File: src/stpo_regs.svh
`ifndef STPO_REGS_SVH
`define STPO_REGS_SVH

// word and byte geometry of the parallel port
`define STPO_WORD_BITS 16
`define STPO_BYTE_BITS 8
`define STPO_BIT_CNT_W 5

// decimation counter: ratio is 2 to the power (n+1), n from 0 to 11
`define STPO_DEC_N_W 4
`define STPO_DEC_N_MAX 4'hB
`define STPO_DEC_CNT_W 13

// baud divider: source divided by 2 to the power n, n from 8 to 12
`define STPO_BAUD_N_MIN 4'h8
`define STPO_BAUD_N_MAX 4'hC
`define STPO_BAUD_CNT_W 12

// board clock and on-board oscillator rates in hertz
`define STPO_CLK_HZ 20000000
`define STPO_OSC_HZ 4915200
// phase accumulator that makes the oscillator-rate enable from ref_clk
`define STPO_PHASE_W 24
`define STPO_PHASE_INC ((64'(`STPO_OSC_HZ) << `STPO_PHASE_W) / 64'(`STPO_CLK_HZ))

// output buffer depth
`define STPO_BUF_DEPTH 2

// positions in the pin synchroniser vector
`define STPO_SY_WA 0
`define STPO_SY_CSCLK 1
`define STPO_SY_SDATA 2
`define STPO_SY_RSEL 3
`define STPO_SY_RCLK 4
`define STPO_SY_RDEN 5
`define STPO_SY_BSEL 6
`define STPO_SY_ACK 7
`define STPO_SYNC_N 8

`endif

File: src/stpo_pkg.sv
package stpo_pkg;

  // converter output mode jumper
  typedef enum logic [1:0] {
    STPO_SELF_CLOCKED,
    STPO_EXTERNAL_CLOCKED,
    STPO_ASYNC_CHAR
  } stpo_mode_t;

  // capture sequencer states
  typedef enum logic [1:0] {
    STPO_CAP_IDLE,
    STPO_CAP_SHIFT,
    STPO_CAP_SKIP
  } stpo_cap_t;

endpackage : stpo_pkg

File: src/stpo_pair_buf.sv
`timescale 1ns/100ps
`include "stpo_regs.svh"

module stpo_pair_buf #(
  parameter int WIDTH = `STPO_WORD_BITS,
  parameter int DEPTH = `STPO_BUF_DEPTH
) (
  input wire logic ref_clk,
  input wire logic nrst,
  input wire logic in_valid,
  output logic in_ready,
  input wire logic [WIDTH-1:0] in_data,
  output logic out_valid,
  input wire logic out_ready,
  output logic [WIDTH-1:0] out_data
);

  localparam int PW = (DEPTH > 1) ? $clog2(DEPTH) : 1;
  localparam int CW = $clog2(DEPTH + 1);

  logic [WIDTH-1:0] mem_q [DEPTH]; // entry storage
  logic [PW-1:0] wr_q; // write pointer
  logic [PW-1:0] rd_q; // read pointer
  logic [CW-1:0] cnt_q; // entries held
  wire push = in_valid && in_ready;
  wire pop = out_valid && out_ready;
  wire [PW-1:0] wr_nx = (wr_q == PW'(DEPTH - 1)) ? '0 : wr_q + 1'b1;
  wire [PW-1:0] rd_nx = (rd_q == PW'(DEPTH - 1)) ? '0 : rd_q + 1'b1;

  // honest flags straight from the count
  assign in_ready = (cnt_q != CW'(DEPTH));
  assign out_valid = (cnt_q != '0);
  assign out_data = mem_q[rd_q];

  ////////////////////////////////////////////////////////////////////////////
  // storage has no reset: only entries below the count are ever read
  always_ff @(posedge ref_clk) begin
    if (push) begin
      mem_q[wr_q] <= in_data;
    end
  end

  // pointers and count
  always_ff @(posedge ref_clk or negedge nrst) begin
    if (!nrst) begin
      wr_q <= '0;
      rd_q <= '0;
      cnt_q <= '0;
    end else begin
      if (push) begin
        wr_q <= wr_nx;
      end
      if (pop) begin
        rd_q <= rd_nx;
      end
      if (push && !pop) begin
        cnt_q <= cnt_q + 1'b1;
      end else if (pop && !push) begin
        cnt_q <= cnt_q - 1'b1;
      end
    end
  end

endmodule : stpo_pair_buf

File: src/stpo_port.sv
`timescale 1ns/100ps
`include "stpo_regs.svh"

module stpo_port
  import stpo_pkg::*;
#(
  parameter int WORD_BITS = `STPO_WORD_BITS
) (
  input wire logic ref_clk,
  input wire logic nrst,
  input wire stpo_mode_t mode, // converter output mode jumper
  input wire logic decimation_drive_select, // decimation counter drives select
  input wire logic baud_clock_route, // on-board baud clock to converter
  input wire logic lockout_enable, // low when lockout link removed
  input wire logic byte_wide_enable, // two 8-bit reads
  input wire logic [`STPO_DEC_N_W-1:0] decim_ratio_sel, // n, ratio 2^(n+1)
  input wire logic [`STPO_DEC_N_W-1:0] baud_div_sel, // n, divide by 2^n
  input wire logic word_available_n, // converter data ready pin
  input wire logic conv_sclk_i, // converter serial clock pin, in
  output logic conv_sclk_o, // converter serial clock pin, out
  output logic conv_sclk_oe, // high while we drive it
  input wire logic conv_sdata, // converter serial data pin
  output logic converter_select_n, // select applied to converter
  input wire logic remote_select_n, // select from the controller
  input wire logic serial_clock_in, // clock from the controller
  output logic result_ready_n, // data ready shown to controller
  output logic serial_out_line, // serial data shown to controller
  output logic decimated_select_strobe, // strobe, high when idle
  output logic clear_to_send_n, // serial port clear-to-send
  input wire logic read_enable_n, // reader output enable
  input wire logic byte_select_line, // picks byte in byte mode
  input wire logic reader_acknowledge, // reader done
  output logic parallel_word_ready, // new word held
  output logic [WORD_BITS-1:0] par_data, // parallel bus value
  output logic par_oe_lo, // drive low byte lane
  output logic par_oe_hi // drive high byte lane
);

  localparam int BW = `STPO_BYTE_BITS;

  ////////////////////////////////////////////////////////////////////////////
  // pin synchronisers: three flops, change taken when 2nd and 3rd agree
  wire [`STPO_SYNC_N-1:0] pin_raw = {reader_acknowledge, byte_select_line, read_enable_n,
    serial_clock_in, remote_select_n, conv_sdata, conv_sclk_i, word_available_n};
  logic [`STPO_SYNC_N-1:0] pin_f; // filtered pin levels

  genvar gi;
  generate
    for (gi = 0; gi < `STPO_SYNC_N; gi++) begin : g_sync
      logic s1_q; // first stage, read only by s2
      logic s2_q;
      logic s3_q;
      logic f_q;
      // idle level one so low-active pins start inactive
      always_ff @(posedge ref_clk or negedge nrst) begin
        if (!nrst) begin
          s1_q <= 1'b1;
          s2_q <= 1'b1;
          s3_q <= 1'b1;
          f_q <= 1'b1;
        end else begin
          s1_q <= pin_raw[gi];
          s2_q <= s1_q;
          s3_q <= s2_q;
          if (s2_q == s3_q) begin
            f_q <= s3_q;
          end
        end
      end
      assign pin_f[gi] = f_q;
    end
  endgenerate

  // named views of the filtered pins
  wire wa_f = pin_f[`STPO_SY_WA];
  wire csclk_f = pin_f[`STPO_SY_CSCLK];
  wire sdata_f = pin_f[`STPO_SY_SDATA];
  wire rsel_f = pin_f[`STPO_SY_RSEL];
  wire rclk_f = pin_f[`STPO_SY_RCLK];
  wire rden_f = pin_f[`STPO_SY_RDEN];
  wire bsel_f = pin_f[`STPO_SY_BSEL];
  wire ack_f = pin_f[`STPO_SY_ACK];

  // edge history for the filtered pins and the applied select
  logic wa_d1_q; // data ready last cycle
  logic csclk_d1_q; // converter clock last cycle
  logic ack_d1_q; // acknowledge last cycle
  logic sel_d1_q; // applied select last cycle
  wire wa_fall = wa_d1_q && !wa_f;
  wire wa_rise = !wa_d1_q && wa_f;
  wire csclk_rise = !csclk_d1_q && csclk_f;
  wire ack_rise = !ack_d1_q && ack_f;

  ////////////////////////////////////////////////////////////////////////////
  // baud clock: oscillator-rate enable, then binary divider
  logic [`STPO_PHASE_W-1:0] phase_q; // fractional oscillator phase
  logic [`STPO_BAUD_CNT_W-1:0] baud_cnt_q; // divider chain
  logic baud_clk_q; // selected tap
  localparam logic [`STPO_PHASE_W:0] PHASE_INC = (`STPO_PHASE_W + 1)'(`STPO_PHASE_INC);
  wire [`STPO_PHASE_W:0] phase_sum = {1'b0, phase_q} + PHASE_INC;
  wire osc_tick = phase_sum[`STPO_PHASE_W];
  // out-of-range selections clamp to the nearest legal tap
  wire [`STPO_DEC_N_W-1:0] baud_n = (baud_div_sel < `STPO_BAUD_N_MIN) ? `STPO_BAUD_N_MIN :
    (baud_div_sel > `STPO_BAUD_N_MAX) ? `STPO_BAUD_N_MAX : baud_div_sel;
  wire baud_tap = baud_cnt_q[baud_n - 4'h1];

  always_ff @(posedge ref_clk or negedge nrst) begin
    if (!nrst) begin
      phase_q <= '0;
      baud_cnt_q <= '0;
      baud_clk_q <= 1'b0;
    end else begin
      phase_q <= phase_sum[`STPO_PHASE_W-1:0];
      if (osc_tick) begin
        baud_cnt_q <= baud_cnt_q + 1'b1;
      end
      baud_clk_q <= baud_tap;
    end
  end

  ////////////////////////////////////////////////////////////////////////////
  // decimation counter: counts ready falls, enables select at 2^(n+1)
  logic [`STPO_DEC_CNT_W-1:0] dec_cnt_q; // ready pulses seen
  logic dec_sel_n_q; // counter's select output
  // remote select means position zero, one strobe per activation
  wire dec_drive = decimation_drive_select && (mode != STPO_EXTERNAL_CLOCKED);
  wire [`STPO_DEC_N_W-1:0] dec_n = !dec_drive ? '0 :
    (decim_ratio_sel > `STPO_DEC_N_MAX) ? `STPO_DEC_N_MAX : decim_ratio_sel;
  wire [`STPO_DEC_CNT_W-1:0] dec_ratio = `STPO_DEC_CNT_W'(2) << dec_n;
  wire [`STPO_DEC_CNT_W-1:0] dec_cnt_nx = dec_cnt_q + 1'b1;

  // a ready fall only happens once the converter port was emptied
  always_ff @(posedge ref_clk or negedge nrst) begin
    if (!nrst) begin
      dec_cnt_q <= '0;
      dec_sel_n_q <= 1'b1;
    end else if (!dec_sel_n_q && wa_rise) begin
      dec_cnt_q <= '0;
      dec_sel_n_q <= 1'b1;
    end else if (wa_fall && dec_sel_n_q) begin
      dec_cnt_q <= dec_cnt_nx;
      if (dec_cnt_nx >= dec_ratio) begin
        dec_sel_n_q <= 1'b0;
      end
    end
  end

  ////////////////////////////////////////////////////////////////////////////
  // converter pin routing
  logic conv_sel_n_q; // select applied to the converter
  logic conv_sclk_o_q; // clock we give the converter
  logic conv_sclk_oe_q; // we own the clock pin
  logic cts_n_q; // clear-to-send level
  // the counter owns select only when routed and not in external mode
  wire sel_src = dec_drive ? dec_sel_n_q : rsel_f;
  // external mode takes the controller clock; async picks baud or remote
  wire use_baud = (mode == STPO_ASYNC_CHAR) && baud_clock_route;
  wire sclk_src = use_baud ? baud_clk_q : rclk_f;
  // self-clocked mode leaves the pin to the converter
  wire sclk_own = (mode != STPO_SELF_CLOCKED);
  // with decimation, clear-to-send follows the thinned select
  wire cts_src = dec_drive ? dec_sel_n_q : wa_f;

  always_ff @(posedge ref_clk or negedge nrst) begin
    if (!nrst) begin
      conv_sel_n_q <= 1'b1;
      conv_sclk_o_q <= 1'b0;
      conv_sclk_oe_q <= 1'b0;
      cts_n_q <= 1'b1;
    end else begin
      conv_sel_n_q <= sel_src;
      conv_sclk_o_q <= sclk_src;
      conv_sclk_oe_q <= sclk_own;
      cts_n_q <= cts_src;
    end
  end

  // async frames (start, 8 data, 2 stop, two per result) pass unaltered
  assign serial_out_line = sdata_f;
  assign result_ready_n = wa_f;
  assign converter_select_n = conv_sel_n_q;
  assign decimated_select_strobe = conv_sel_n_q;
  assign conv_sclk_o = conv_sclk_o_q;
  assign conv_sclk_oe = conv_sclk_oe_q;
  assign clear_to_send_n = cts_n_q;

  ////////////////////////////////////////////////////////////////////////////
  // capture sequencer: one attempt per select activation
  stpo_cap_t cap_q; // sequencer state
  stpo_cap_t cap_d;
  logic [WORD_BITS-1:0] shift_q; // two cascaded byte shifters
  logic [`STPO_BIT_CNT_W-1:0] bit_cnt_q; // bits taken this frame
  logic hs_q; // handshake flop, drives ready
  logic buf_in_ready; // buffer has room
  logic buf_out_valid; // buffer has a word
  logic [WORD_BITS-1:0] buf_out_data;
  wire sel_fall = sel_d1_q && !conv_sel_n_q;
  wire sel_rise = !sel_d1_q && conv_sel_n_q;
  // inverted handshake output gates loading unless the link is removed
  wire locked = lockout_enable && hs_q;
  wire accept_ok = (mode == STPO_SELF_CLOCKED) && buf_in_ready && !locked;
  wire word_done = (bit_cnt_q == `STPO_BIT_CNT_W'(WORD_BITS));
  // a short frame is dropped; only a full word is pushed
  wire buf_in_valid = (cap_q == STPO_CAP_SHIFT) && sel_rise && word_done;

  // next state
  always_comb begin
    cap_d = cap_q;
    case (cap_q)
      STPO_CAP_IDLE: begin
        if (sel_fall) begin
          cap_d = accept_ok ? STPO_CAP_SHIFT : STPO_CAP_SKIP;
        end
      end
      STPO_CAP_SHIFT, STPO_CAP_SKIP: begin
        if (sel_rise) begin
          cap_d = STPO_CAP_IDLE;
        end
      end
      default: begin
        cap_d = STPO_CAP_IDLE;
      end
    endcase
  end

  // shifting on converter clock rising edges, msb first
  always_ff @(posedge ref_clk or negedge nrst) begin
    if (!nrst) begin
      cap_q <= STPO_CAP_IDLE;
      shift_q <= '0;
      bit_cnt_q <= '0;
    end else begin
      cap_q <= cap_d;
      if (sel_fall) begin
        bit_cnt_q <= '0;
      end else if (cap_q == STPO_CAP_SHIFT && csclk_rise && !word_done) begin
        shift_q <= {shift_q[WORD_BITS-2:0], sdata_f};
        bit_cnt_q <= bit_cnt_q + 1'b1;
      end
    end
  end

  // edge history
  always_ff @(posedge ref_clk or negedge nrst) begin
    if (!nrst) begin
      wa_d1_q <= 1'b1;
      csclk_d1_q <= 1'b1;
      ack_d1_q <= 1'b1;
      sel_d1_q <= 1'b1;
    end else begin
      wa_d1_q <= wa_f;
      csclk_d1_q <= csclk_f;
      ack_d1_q <= ack_f;
      sel_d1_q <= conv_sel_n_q;
    end
  end

  // two-entry buffer; a frame starting while the word is locked is skipped, so a reader stall still loses words
  stpo_pair_buf #(
    .WIDTH(WORD_BITS),
    .DEPTH(`STPO_BUF_DEPTH)
  ) u_buf (
    .ref_clk(ref_clk),
    .nrst(nrst),
    .in_valid(buf_in_valid),
    .in_ready(buf_in_ready),
    .in_data(shift_q),
    .out_valid(buf_out_valid),
    .out_ready(!locked),
    .out_data(buf_out_data)
  );

  ////////////////////////////////////////////////////////////////////////////
  // output holding registers and handshake flop
  logic [WORD_BITS-1:0] hold_q; // word the reader sees
  wire hold_load = buf_out_valid && !locked;

  // a new word sets the flag even in the cycle an acknowledge lands
  always_ff @(posedge ref_clk or negedge nrst) begin
    if (!nrst) begin
      hold_q <= '0;
      hs_q <= 1'b0;
    end else begin
      if (hold_load) begin
        hold_q <= buf_out_data;
        hs_q <= 1'b1;
      end else if (ack_rise) begin
        hs_q <= 1'b0;
      end
    end
  end

  ////////////////////////////////////////////////////////////////////////////
  // parallel bus: byte mode puts the chosen register on the low lane
  logic [WORD_BITS-1:0] par_q; // registered bus value
  wire rd_on = !rden_f;
  wire [BW-1:0] byte_pick = bsel_f ? hold_q[WORD_BITS-1:BW] : hold_q[BW-1:0];
  wire [WORD_BITS-1:0] par_nx = byte_wide_enable ? {BW'(0), byte_pick} : hold_q;

  always_ff @(posedge ref_clk or negedge nrst) begin
    if (!nrst) begin
      par_q <= '0;
    end else begin
      par_q <= par_nx;
    end
  end

  assign par_data = par_q;
  assign par_oe_lo = rd_on;
  assign par_oe_hi = rd_on && !byte_wide_enable;
  assign parallel_word_ready = hs_q;

  ////////////////////////////////////////////////////////////////////////////
  // checks
  a_hs_set_on_load: assert property (@(posedge ref_clk) disable iff (!nrst)
    hold_load |=> hs_q && parallel_word_ready)
    else $error("ready flag not set after load");
  a_hs_clear_ack: assert property (@(posedge ref_clk) disable iff (!nrst)
    (ack_rise && !hold_load) |=> !parallel_word_ready)
    else $error("ready flag not cleared by acknowledge");
  a_lockout_holds: assert property (@(posedge ref_clk) disable iff (!nrst)
    (lockout_enable && hs_q && !ack_rise) |=> $stable(hold_q))
    else $error("held word changed while locked");
  a_skip_locked: assert property (@(posedge ref_clk) disable iff (!nrst)
    (cap_q == STPO_CAP_IDLE && sel_fall && lockout_enable && hs_q) |=> cap_q == STPO_CAP_SKIP)
    else $error("locked attempt not discarded");
  a_push_full_word: assert property (@(posedge ref_clk) disable iff (!nrst)
    buf_in_valid |-> bit_cnt_q == 5'h10 && $past(!conv_sel_n_q))
    else $error("pushed word not sixteen bits");
  a_oe_off_idle: assert property (@(posedge ref_clk) disable iff (!nrst)
    $rose(rden_f) |-> !par_oe_lo && !par_oe_hi)
    else $error("bus driven without reader enable");
  a_ext_select: assert property (@(posedge ref_clk) disable iff (!nrst)
    (mode == STPO_EXTERNAL_CLOCKED) [*2] |-> converter_select_n == $past(rsel_f) && conv_sclk_oe)
    else $error("external mode not under controller");
  a_dec_release: assert property (@(posedge ref_clk) disable iff (!nrst)
    (dec_drive && !dec_sel_n_q && wa_rise) |=> dec_sel_n_q && dec_cnt_q == 13'h0000 ##1 converter_select_n)
    else $error("decimation select not released");
  a_byte_lane: assert property (@(posedge ref_clk) disable iff (!nrst)
    (byte_wide_enable && $stable(byte_wide_enable)) |-> par_data[15:8] == 8'h00 && !par_oe_hi)
    else $error("high lane active in byte mode");

endmodule : stpo_port

File: config.mk
export PLATFORM = sky130hd
export DESIGN_NAME = stpo_port
export DESIGN_NICKNAME = d
export VERILOG_FILES = /design/src/stpo_pkg.sv /design/src/stpo_pair_buf.sv /design/src/stpo_port.sv
export VERILOG_INCLUDE_DIRS = /design/src /design/src/src
export SDC_FILE = /design/constraint.sdc
export NUM_CORES = 1
export LEC_CHECK = 0
export BUFFER_PORTS_ARGS = -buffer_cell sky130_fd_sc_hd__buf_2
export CAP_MARGIN = 20
export CELL_PAD_IN_SITES_DETAIL_PLACEMENT = 2
export CELL_PAD_IN_SITES_GLOBAL_PLACEMENT = 2
export CORE_ASPECT_RATIO = 1.5
export CORE_MARGIN = 2
export CORE_UTILIZATION = 46
export CTS_BUF_LIST = sky130_fd_sc_hd__clkbuf_4 sky130_fd_sc_hd__clkbuf_8 sky130_fd_sc_hd__clkbuf_16
export CTS_CLUSTER_DIAMETER = 120
export DETAILED_ROUTE_END_ITERATION = 8
export PLACE_DENSITY = 0.81
export SLEW_MARGIN = 20
export SYNTH_ARGS = -nofsm -noshare
export SYNTH_HDL_FRONTEND = slang
export SYNTH_SLANG_ARGS = --single-unit
File: constraint.sdc
create_clock -name ref_clk -period 4.05 [get_ports ref_clk]
set_clock_uncertainty 0.15 [all_clocks]
set_input_delay 0.405 -clock ref_clk [delete_from_list [all_inputs] [get_ports ref_clk]]
set_output_delay 0.405 -clock ref_clk [all_outputs]
set_load 0.02 [all_outputs]
==> results of run 1 <==
[flip-flops by register name, summed over array words and instances, names as in the netlist, 2 cells and up]
signal / count
g_sync.s1_q: 8
g_sync.s2_q: 8
u_buf.cnt_q: 2
hold_q: 16
phase_q: 19
g_sync.s3_q: 8
u_buf.mem_q: 32
baud_cnt_q: 12
cap_q: 2
g_sync.f_q: 3
par_data: 16
dec_cnt_q: 13
bit_cnt_q: 5
shift_q: 16
[per-layer routing]
metal | track usage | vias up | wire [um]
met1 | 0.220 | 2337 | 5970
met3 | 0.0403 | 26 | 388
met4 | 0.0693 | 0 | 285
met5 | 0 | - | 0
li1 | - | 2053 | -
met2 | 0.435 | 65 | 9740
[how the worst max path moves through the flow]
| stage | from | endpoint | slack (ns) | depth (start not counted) |
|---|---|---|---|---|
| global route | dec_cnt_q[2] | dec_sel_n_q | 0.92 | 10 |
| global placement | mode[0] | dec_sel_n_q | 1.28 | 10 |
| finish | dec_cnt_q[2] | dec_sel_n_q | 1.20 | 10 |
| floorplan | converter_select_n | u_buf.mem_q[0][0] | 1.57 | 3 |
| detailed placement | mode[0] | dec_sel_n_q | 1.16 | 10 |
| CTS | dec_cnt_q[2] | dec_sel_n_q | 1.14 | 10 |
[logic make-up after synthesis]
group | share of synthesized area
simple gates | 0.104
buf+inv | 0.0140
flops | 0.643
xor+xnor | 0.0556
compound gates | 0.0623
mux | 0.0742
fa+ha+maj | 0.0473
[worst max-delay path: cells and delay by family, from the launching register on]
family | cells | cell delay, ns
compound gates | 4 | 0.66
xor+xnor | 1 | 0.28
fa+ha+maj | 1 | 0.30
flops | 1 | 0.46
simple gates | 4 | 0.89
[power breakdown]
part           leakage, nW  total [mW]  switching (mW)  internal, mW
registers             2.15        1.98          0.0623          1.92
logic                 1.26       0.338           0.206         0.132
clock network        0.285        1.59           0.686         0.906
[cells in the mapped netlist, types with 4 or more instances]
| library cell | n |
|---|---|
| and2_1 | 4 |
| ha_1 | 21 |
| inv_1 | 9 |
| xnor2_1 | 26 |
| dfstp_2 | 39 |
| o21ai_0 | 39 |
| mux2_2 | 26 |
| nand3_1 | 14 |
| nand2_1 | 45 |
| nand4_1 | 9 |
| mux2i_1 | 20 |
| and3_1 | 6 |
| a22o_1 | 7 |
| dfrtp_1 | 107 |
| a21oi_1 | 9 |
| edfxtp_1 | 32 |
| nor2b_1 | 16 |
| nand3b_1 | 5 |
| maj3_1 | 8 |
| xor2_1 | 20 |
| nand2b_1 | 5 |
| nor3_1 | 4 |
| nor2_1 | 24 |
| clkbuf_1 | 9 |
[cell type report]
type / instances / area (um2) / area share
sequential: 178 / 4660 / 0.555
tap: 203 / 254 / 0.0303
inverter: 9 / 33.8 / 0.00402
multi-input combinational: 343 / 2490 / 0.297
clock buffer: 21 / 474 / 0.0565
clock inverter: 11 / 101 / 0.0121
timing repair buffer: 63 / 379 / 0.0452
[cells in the final DEF (no fill, tap or decap), types with 9 or more instances in the layout]
| master | netlist | routed |
|---|---|---|
| inv_1 | 9 | 9 |
| dfrtp_1 | 107 | 107 |
| nor2_1 | 24 | 24 |
| mux2i_1 | 20 | 20 |
| nor2b_1 | 16 | 16 |
| a21oi_1 | 9 | 9 |
| dfstp_2 | 39 | 39 |
| xnor2_1 | 26 | 26 |
| xor2_1 | 20 | 20 |
| buf_2 | 3 | 48 |
| nand4_1 | 9 | 9 |
| ha_1 | 21 | 21 |
| o21ai_0 | 39 | 39 |
| dlygate4sd3_1 | 0 | 9 |
| nand3_1 | 14 | 14 |
| nand2_1 | 45 | 45 |
| mux2_2 | 26 | 26 |
| edfxtp_1 | 32 | 32 |
| clkbuf_16 | 0 | 17 |
==> metrics.md, run 1 <==
| Metric | Value |
|---|---|
| Fraction of final layout cells with drive strength greater than 1 | `0.253` |
| Number of global-route vias before repair | `5198` |
| Clock Sinks | `178` |
| Maximum vdd ir drop | `0.277 mV` |
| Cell Rows | `56` |
| Classification of the worst setup path | `reg2reg` |
| Filler-free cell count of the finished design | `828` |
| Data required, critical path | `4.22 ns` |
| Pin slew with the least headroom to its limit | `0.984 ns` |
| Number of flops mapped to enable cells by yosys | `32` |
| Longest Clk Path Bufs | `2` |
| Setup_tns | `0 ns` |
| Die Outline Area | `16800 um2` |
| Critical path fanouts, max | `7` |
| Weighted congestion reported at the end of routability-driven placement | `0.730` |
| Number of buffer cells added on primary ports | `49` |
| Share of synthesized area occupied by flip-flops and latches | `0.643` |
| Period utilisation layout | `0.703` |
| Placed Instances | `787` |
| Leakage component of the power | `3.70 nW` |
| Critical path endpoint category | `flop` |
| Result of the run | `finished, final reports clean` |
| Worst slew slack as a fraction of its limit | `0.344` |
| Core area | `15600 um2` |
| Postcts setup bufs | `0` |
| DRT Wirelength | `16400 um` |
| Final standard cell area without fillers | `8400 um2` |
| Top cells by area in the synthesized netlist | `dfrtp_1 (37%), dfstp_2 (14%), edfxtp_1 (13%), mux2_2 (4.0%), ha_1 (3.6%)` |
| Initial cell density of the core | `0.466` |
| Worst Hold Class | `in2reg` |
| Final design utilization | `0.540` |
| Worst slack at placement | `1.16 ns` |
| Worst-path cell with the longest stage delay | `nor3_1` |
| Sum of internal, switching and leakage power | `3.91 mW` |
| Global-route wire length before repair | `27500 um` |
| Antenna diode count | `0` |
| Worst R2R End | `dec_sel_n_q` |
| Total of hold buffers inserted after clock tree synthesis | `9` |
| Synth unique cells | `50` |
| R2R setup slack | `1.20 ns` |
| Number of H-tree levels | `4` |
| Area share of the largest cell type after synthesis | `0.369` |
| Net count of the finished layout | `657` |
| Worst Hold Path EP | `conv_sclk_oe` |
| Most used flip-flop cell after synthesis | `dfrtp_1` |
| Number of nets produced by synthesis | `589` |
| Synth Warn # | `0` |
| Number of instances on the worst hold path | `2` |
| Peak Freq | `351 MHz` |
| Post-synthesis sequential element count | `178` |
| DRT iter0 DRCs | `130` |
| Kind of launch point of the worst setup path | `flop` |
| Signed area change from the synthesized netlist to the final layout | `15.8%` |
| Quantity of gates resized following cts | `0` |
| Number of cells on the worst reg-to-reg path | `10` |
| Filler Cell Count | `1501` |
| Clock slew at the register clock pins of the worst setup and hold paths | `0.06 ns` |
| Cell type with the largest total area after synthesis | `dfrtp_1` |
| Ys async rst share | `0.820` |
| Horizontal die dimension | `107 um` |
| Number of cells produced by synthesis | `544` |
| Setup repair after global routing missed its margin | `false` |
| Setup-violating endpoint count in the final report | `0` |
| Num CTS Buffers | `17` |
| Vias post-DR | `4481` |
| Router iterations before antenna repair | `4` |
| Worst Hold Slack | `0.116 ns` |
| Crit path DAT | `3.01 ns` |
| CTS tree | `built` |
| Final critical path time including I/O delays and setup | `2.85 ns` |
| Maximum number of pins on one net before global-route repair | `89` |
| Initial antenna violation count | `0` |
| Antenna-violating nets left | `0` |
| Root buffer cell | `clkbuf_16` |
| Power density relative to cell area | `466 nW/um2` |
| Series of cell instances along the critical path | `nand3_1, nor3_1, nand3_1, xnor2_1, ha_1, a21oi_1, nor2b_1, o21ai_0, a21oi_1, a221oi_1` |
| CP max stage delay | `0.51 ns` |
| Mean post-synth cell area | `13.3 um2` |
| Remaining global-route overflow | `0` |
| Detailed-route DRC error count | `0` |
| Critical register-to-register path startpoint | `dec_cnt_q[2]` |
| Slack of the critical path | `1.20 ns` |
| Final-report hold violation count | `0` |
| Placed standard-cell area | `7730 um2` |
| Max-slew violation count | `0` |
| Die Y | `158 um` |
| Total I/O pin count | `50` |
| Routed len/inst | `19.8 um` |
| Startpoint of the lowest-slack hold path | `mode[0]` |
| Worst-Skew Late Latency | `0.42 ns` |
| Overall global routing resource usage | `0.216` |
| Reported max-cap violation count | `0` |
| Vias/cell | `5.41` |
| Detailed placer's ending HPWL | `11200 um` |
| Syn Std Cell Area | `7250 um2` |
No activity file was read; power rests on OpenSTA's default activity.
==> run 2, diff against run 1 <==
--- a/config.mk
+++ b/config.mk
@@ -12,11 +12,11 @@
 export CELL_PAD_IN_SITES_GLOBAL_PLACEMENT = 2
 export CORE_ASPECT_RATIO = 1.5
 export CORE_MARGIN = 2
-export CORE_UTILIZATION = 46
+export CORE_UTILIZATION = 38
 export CTS_BUF_LIST = sky130_fd_sc_hd__clkbuf_4 sky130_fd_sc_hd__clkbuf_8 sky130_fd_sc_hd__clkbuf_16
 export CTS_CLUSTER_DIAMETER = 120
 export DETAILED_ROUTE_END_ITERATION = 8
-export PLACE_DENSITY = 0.81
+export PLACE_DENSITY = 0.71
 export SLEW_MARGIN = 20
 export SYNTH_ARGS = -nofsm -noshare
 export SYNTH_HDL_FRONTEND = slang
==> constraint.sdc (replaced) <==
create_clock -name ref_clk -period 2.5 [get_ports ref_clk]
set_clock_uncertainty 0.15 [all_clocks]
set_input_delay 0.25 -clock ref_clk [delete_from_list [all_inputs] [get_ports ref_clk]]
set_output_delay 0.25 -clock ref_clk [all_outputs]
set_load 0.02 [all_outputs]
==> run 2 against run 1 <==
Compared with the run above:
- the flow now finishes with violations (negative setup slack)
- critical path depth decreased by 1
- worst setup slack got worse by 1.2 ns
- register-to-register slack got worse by 1.2 ns
- wire length decreased by 3.6%
- clock power increased by 74%
- non-clock buffer count increased by 31
- sequential share of layout area decreased by 2.9 points
- total power increased by 70%
- flip-flop and latch count unchanged
- largest cell class unchanged
- largest power group unchanged
==> metrics.md, run 2 (same netlist as run 1, synthesis figures left out) <==
| Metric | Value |
|---|---|
| Number of buffer cells added on primary ports | `49 (unchanged)` |
| Net count of the finished layout | `688 (+4.7%)` |
| Vias post-DR | `4516 (+0.78%)` |
| Power density relative to cell area | `749 nW/um2 (+61%)` |
| Net Sw Frac | `0.243 (-0.000688)` |
| Cell Rows | `61 (+8.9%)` |
| Worst Hold Path EP | `conv_sclk_o` |
| Initial antenna violation count | `0 (unchanged)` |
| Worst R2R End | `dec_sel_n_q` |
| Result of the run | `finished, violations left` |
| CTS tree | `built` |
| Antenna-violating nets left | `0 (unchanged)` |
| Vias/cell | `4.97 (-8.1%)` |
| Internal power of the cells | `5.02 mW (+70%)` |
| Data required, critical path | `2.69 ns (-1.53 ns)` |
| Weighted congestion reported at the end of routability-driven placement | `0.709 (-3.0%)` |
| Regs by FF count | `u_buf.mem_q: 32 flops, phase_q: 19 flops` |
| Overall global routing resource usage | `0.170 (-0.0462)` |
| Signed area change from the synthesized netlist to the final layout | `22.2%` |
| Die Y | `173 um (+9.8%)` |
| Series of cell instances along the critical path | `nand2_1, nor2_2, and3_1, xor2_1, ha_1, a21o_1, a2111oi_2, o21ai_1, a221oi_2` |
| Final critical path time including I/O delays and setup | `2.52 ns (-0.327 ns)` |
| CP max stage delay | `0.41 ns (-0.10 ns)` |
| Period utilisation layout | `1.01 (+0.305)` |
| Worst slack at placement | `-0.172 ns (-1.33 ns)` |
| Number of instances on the worst hold path | `3 (+1)` |
| Clock slew at the register clock pins of the worst setup and hold paths | `0.07 ns (about the same)` |
| Reported max-cap violation count | `0 (unchanged)` |
| Root buffer cell | `clkbuf_16` |
| Peak Freq | `397 MHz (+13%)` |
| Router iterations before antenna repair | `4 (unchanged)` |
| Setup-violating endpoint count in the final report | `1 (+1)` |
| Max reg flops | `32 (unchanged)` |
| Worst-Skew Late Latency | `0.43 ns (about the same)` |
| Final standard cell area without fillers | `8860 um2 (+5.5%)` |
| Worst Hold Class | `in2reg` |
| Net switching power figure | `1.61 mW (+69%)` |
| DRT Wirelength | `15800 um (-3.6%)` |
| Maximum number of pins on one net before global-route repair | `54 (-39%)` |
| Max-slew violation count | `0 (unchanged)` |
| Num CTS Buffers | `17 (unchanged)` |
| Critical register-to-register path startpoint | `dec_cnt_q[1]` |
| Worst slew slack as a fraction of its limit | `0.588 (+0.243)` |
| Critical path fanouts, max | `3 (-4)` |
| Classification of the worst setup path | `reg2reg` |
| Slack of the critical path | `-0.0200 ns (-1.22 ns)` |
| Clock Sinks | `178 (unchanged)` |
| Final design utilization | `0.476 (-0.0641)` |
| Detailed-route DRC error count | `0 (unchanged)` |
| Total I/O pin count | `50 (unchanged)` |
| Global-route wire length before repair | `26600 um (-3.1%)` |
| Most common cell after layout, fill and taps aside | `dfrtp_1` |
| Horizontal die dimension | `117 um (+9.6%)` |
| Worst-path cell with the longest stage delay | `dfrtp_1` |
| Register name with the most flops | `u_buf.mem_q` |
| Core area | `18600 um2 (+20%)` |
| Leakage component of the power | `3.92 nW (+5.8%)` |
| Violations in the final reports | `negative setup slack` |
| Clock share of power | `0.416 (+0.009)` |
| Portion of total power attributed to sequential cells | `0.482 (-0.025)` |
| Most frequent cells in the layout | `dfrtp_1 (107), buf_2 (48), nand2_1 (45)` |
| Startpoint of the lowest-slack hold path | `baud_clock_route` |
| Routed len/inst | `17.4 um (-12%)` |
| Final-report hold violation count | `0 (unchanged)` |
| Startpoint of the most critical setup path | `dec_cnt_q[1]` |
| Longest Clk Path Bufs | `2 (unchanged)` |
| Kind of launch point of the worst setup path | `flop` |
| Comb pwr share | `0.102 (+0.016)` |
| R2R setup slack | `-0.02 ns (-1.22 ns)` |
| Remaining global-route overflow | `0 (unchanged)` |
| Die Outline Area | `20200 um2 (+20%)` |
| Pin slew with the least headroom to its limit | `0.613 ns (-0.370 ns)` |
| Antenna diode count | `0 (unchanged)` |
| Critical path endpoint category | `flop` |
| Fraction of final layout cells with drive strength greater than 1 | `0.311 (+0.0582)` |
| Setup repair after global routing missed its margin | `true` |
| Placed standard-cell area | `7960 um2 (+3.0%)` |
| Number of global-route vias before repair | `5295 (+1.9%)` |
| Maximum vdd ir drop | `0.461 mV (+67%)` |
| Crit path DAT | `2.71 ns (-0.30 ns)` |
| DRT iter0 DRCs | `85 (-35%)` |
| Number of cells on the worst reg-to-reg path | `9 (-1)` |
| Detailed placer's ending HPWL | `10800 um (-3.4%)` |
| Number of H-tree levels | `4 (unchanged)` |
| Initial cell density of the core | `0.389 (-0.0768)` |
| Filler Cell Count | `1883 (+25%)` |
run 2: cell count changes in the layout (fill, tap and decap cells not counted), moves of 3 or more:
cell           before  now
dlygate4sd3_1       9   12
buf_4               5   31
inv_6               2    5
clkbuf_8            3    0
xnor2_2             0    4
xnor2_1            26   22
run 2: how the worst max path moves through the flow:
stage                                   end  slack (ns)  cells past startpoint
after floorplan           u_buf.mem_q[0][0]        0.02                      3
after global placement          dec_sel_n_q        0.03                     10
after detailed placement        dec_sel_n_q       -0.17                     10
after CTS                       dec_sel_n_q        0.02                      9
after global routing            dec_sel_n_q       -0.20                      9
final                           dec_sel_n_q       -0.02                      9
run 2: metal layers:
layer,part of all wire,up-vias,track usage
met3,0.024,14,0.0322
met1,0.37,2328,0.182
met5,0,-,0
met4,0.015,0,0.0588
met2,0.59,64,0.321
li1,-,2110,-
run 2: final cells by class:
class	count	area [um2]	area share
clock buffer	19	440	0.0497
sequential	178	4660	0.526
multi-input combinational	343	2590	0.292
timing repair buffer	94	644	0.0728
tap	252	315	0.0356
inverter	9	33.8	0.00381
clock inverter	13	173	0.0195
run 2: power by group through the flow:
stage / clock network (mW) / logic [mW] / registers (mW)
finish: 2.76 / 0.677 / 3.20
global route: 2.96 / 0.752 / 3.22
CTS: 2.85 / 0.680 / 3.20
detailed placement: 0 / 0.597 / 3.25
global placement: 0 / 0.551 / 3.24
floorplan: 0 / 0.326 / 3.24
run 2: worst max-delay path, delay by kind of cell, from the launching register on:
family | cells | cell delay [ns]
AND/OR/NAND/NOR | 3 | 0.45
adder cells (fa/ha/maj) | 1 | 0.29
AO/OA/AOI/OAI | 4 | 0.91
flip-flops | 1 | 0.41
XOR/XNOR | 1 | 0.21
run 2: through the flow:
step,instances,power [mW],hold slack (ns),TNS (ns)
final,908,6.63,0.0508,-0.0200
after global routing,908,6.92,0.0385,-0.198
after CTS,904,6.73,0.0339,0
after detailed placement,855,3.85,0.0925,-0.172
after global placement,855,3.79,0.0802,0
after floorplan,544,3.57,-0.196,0
run 2: timing repair:
| action | in CTS | in global routing |
|---|---|---|
| pin swaps | 9 | 10 |
| hold buffers | 12 | 0 |
| endpoints found under the setup margin | 1 | 1 |
| hold endpoints to repair | 66 | 0 |
| buffers inserted | 5 | 4 |
| gates resized for setup | 16 | 4 |
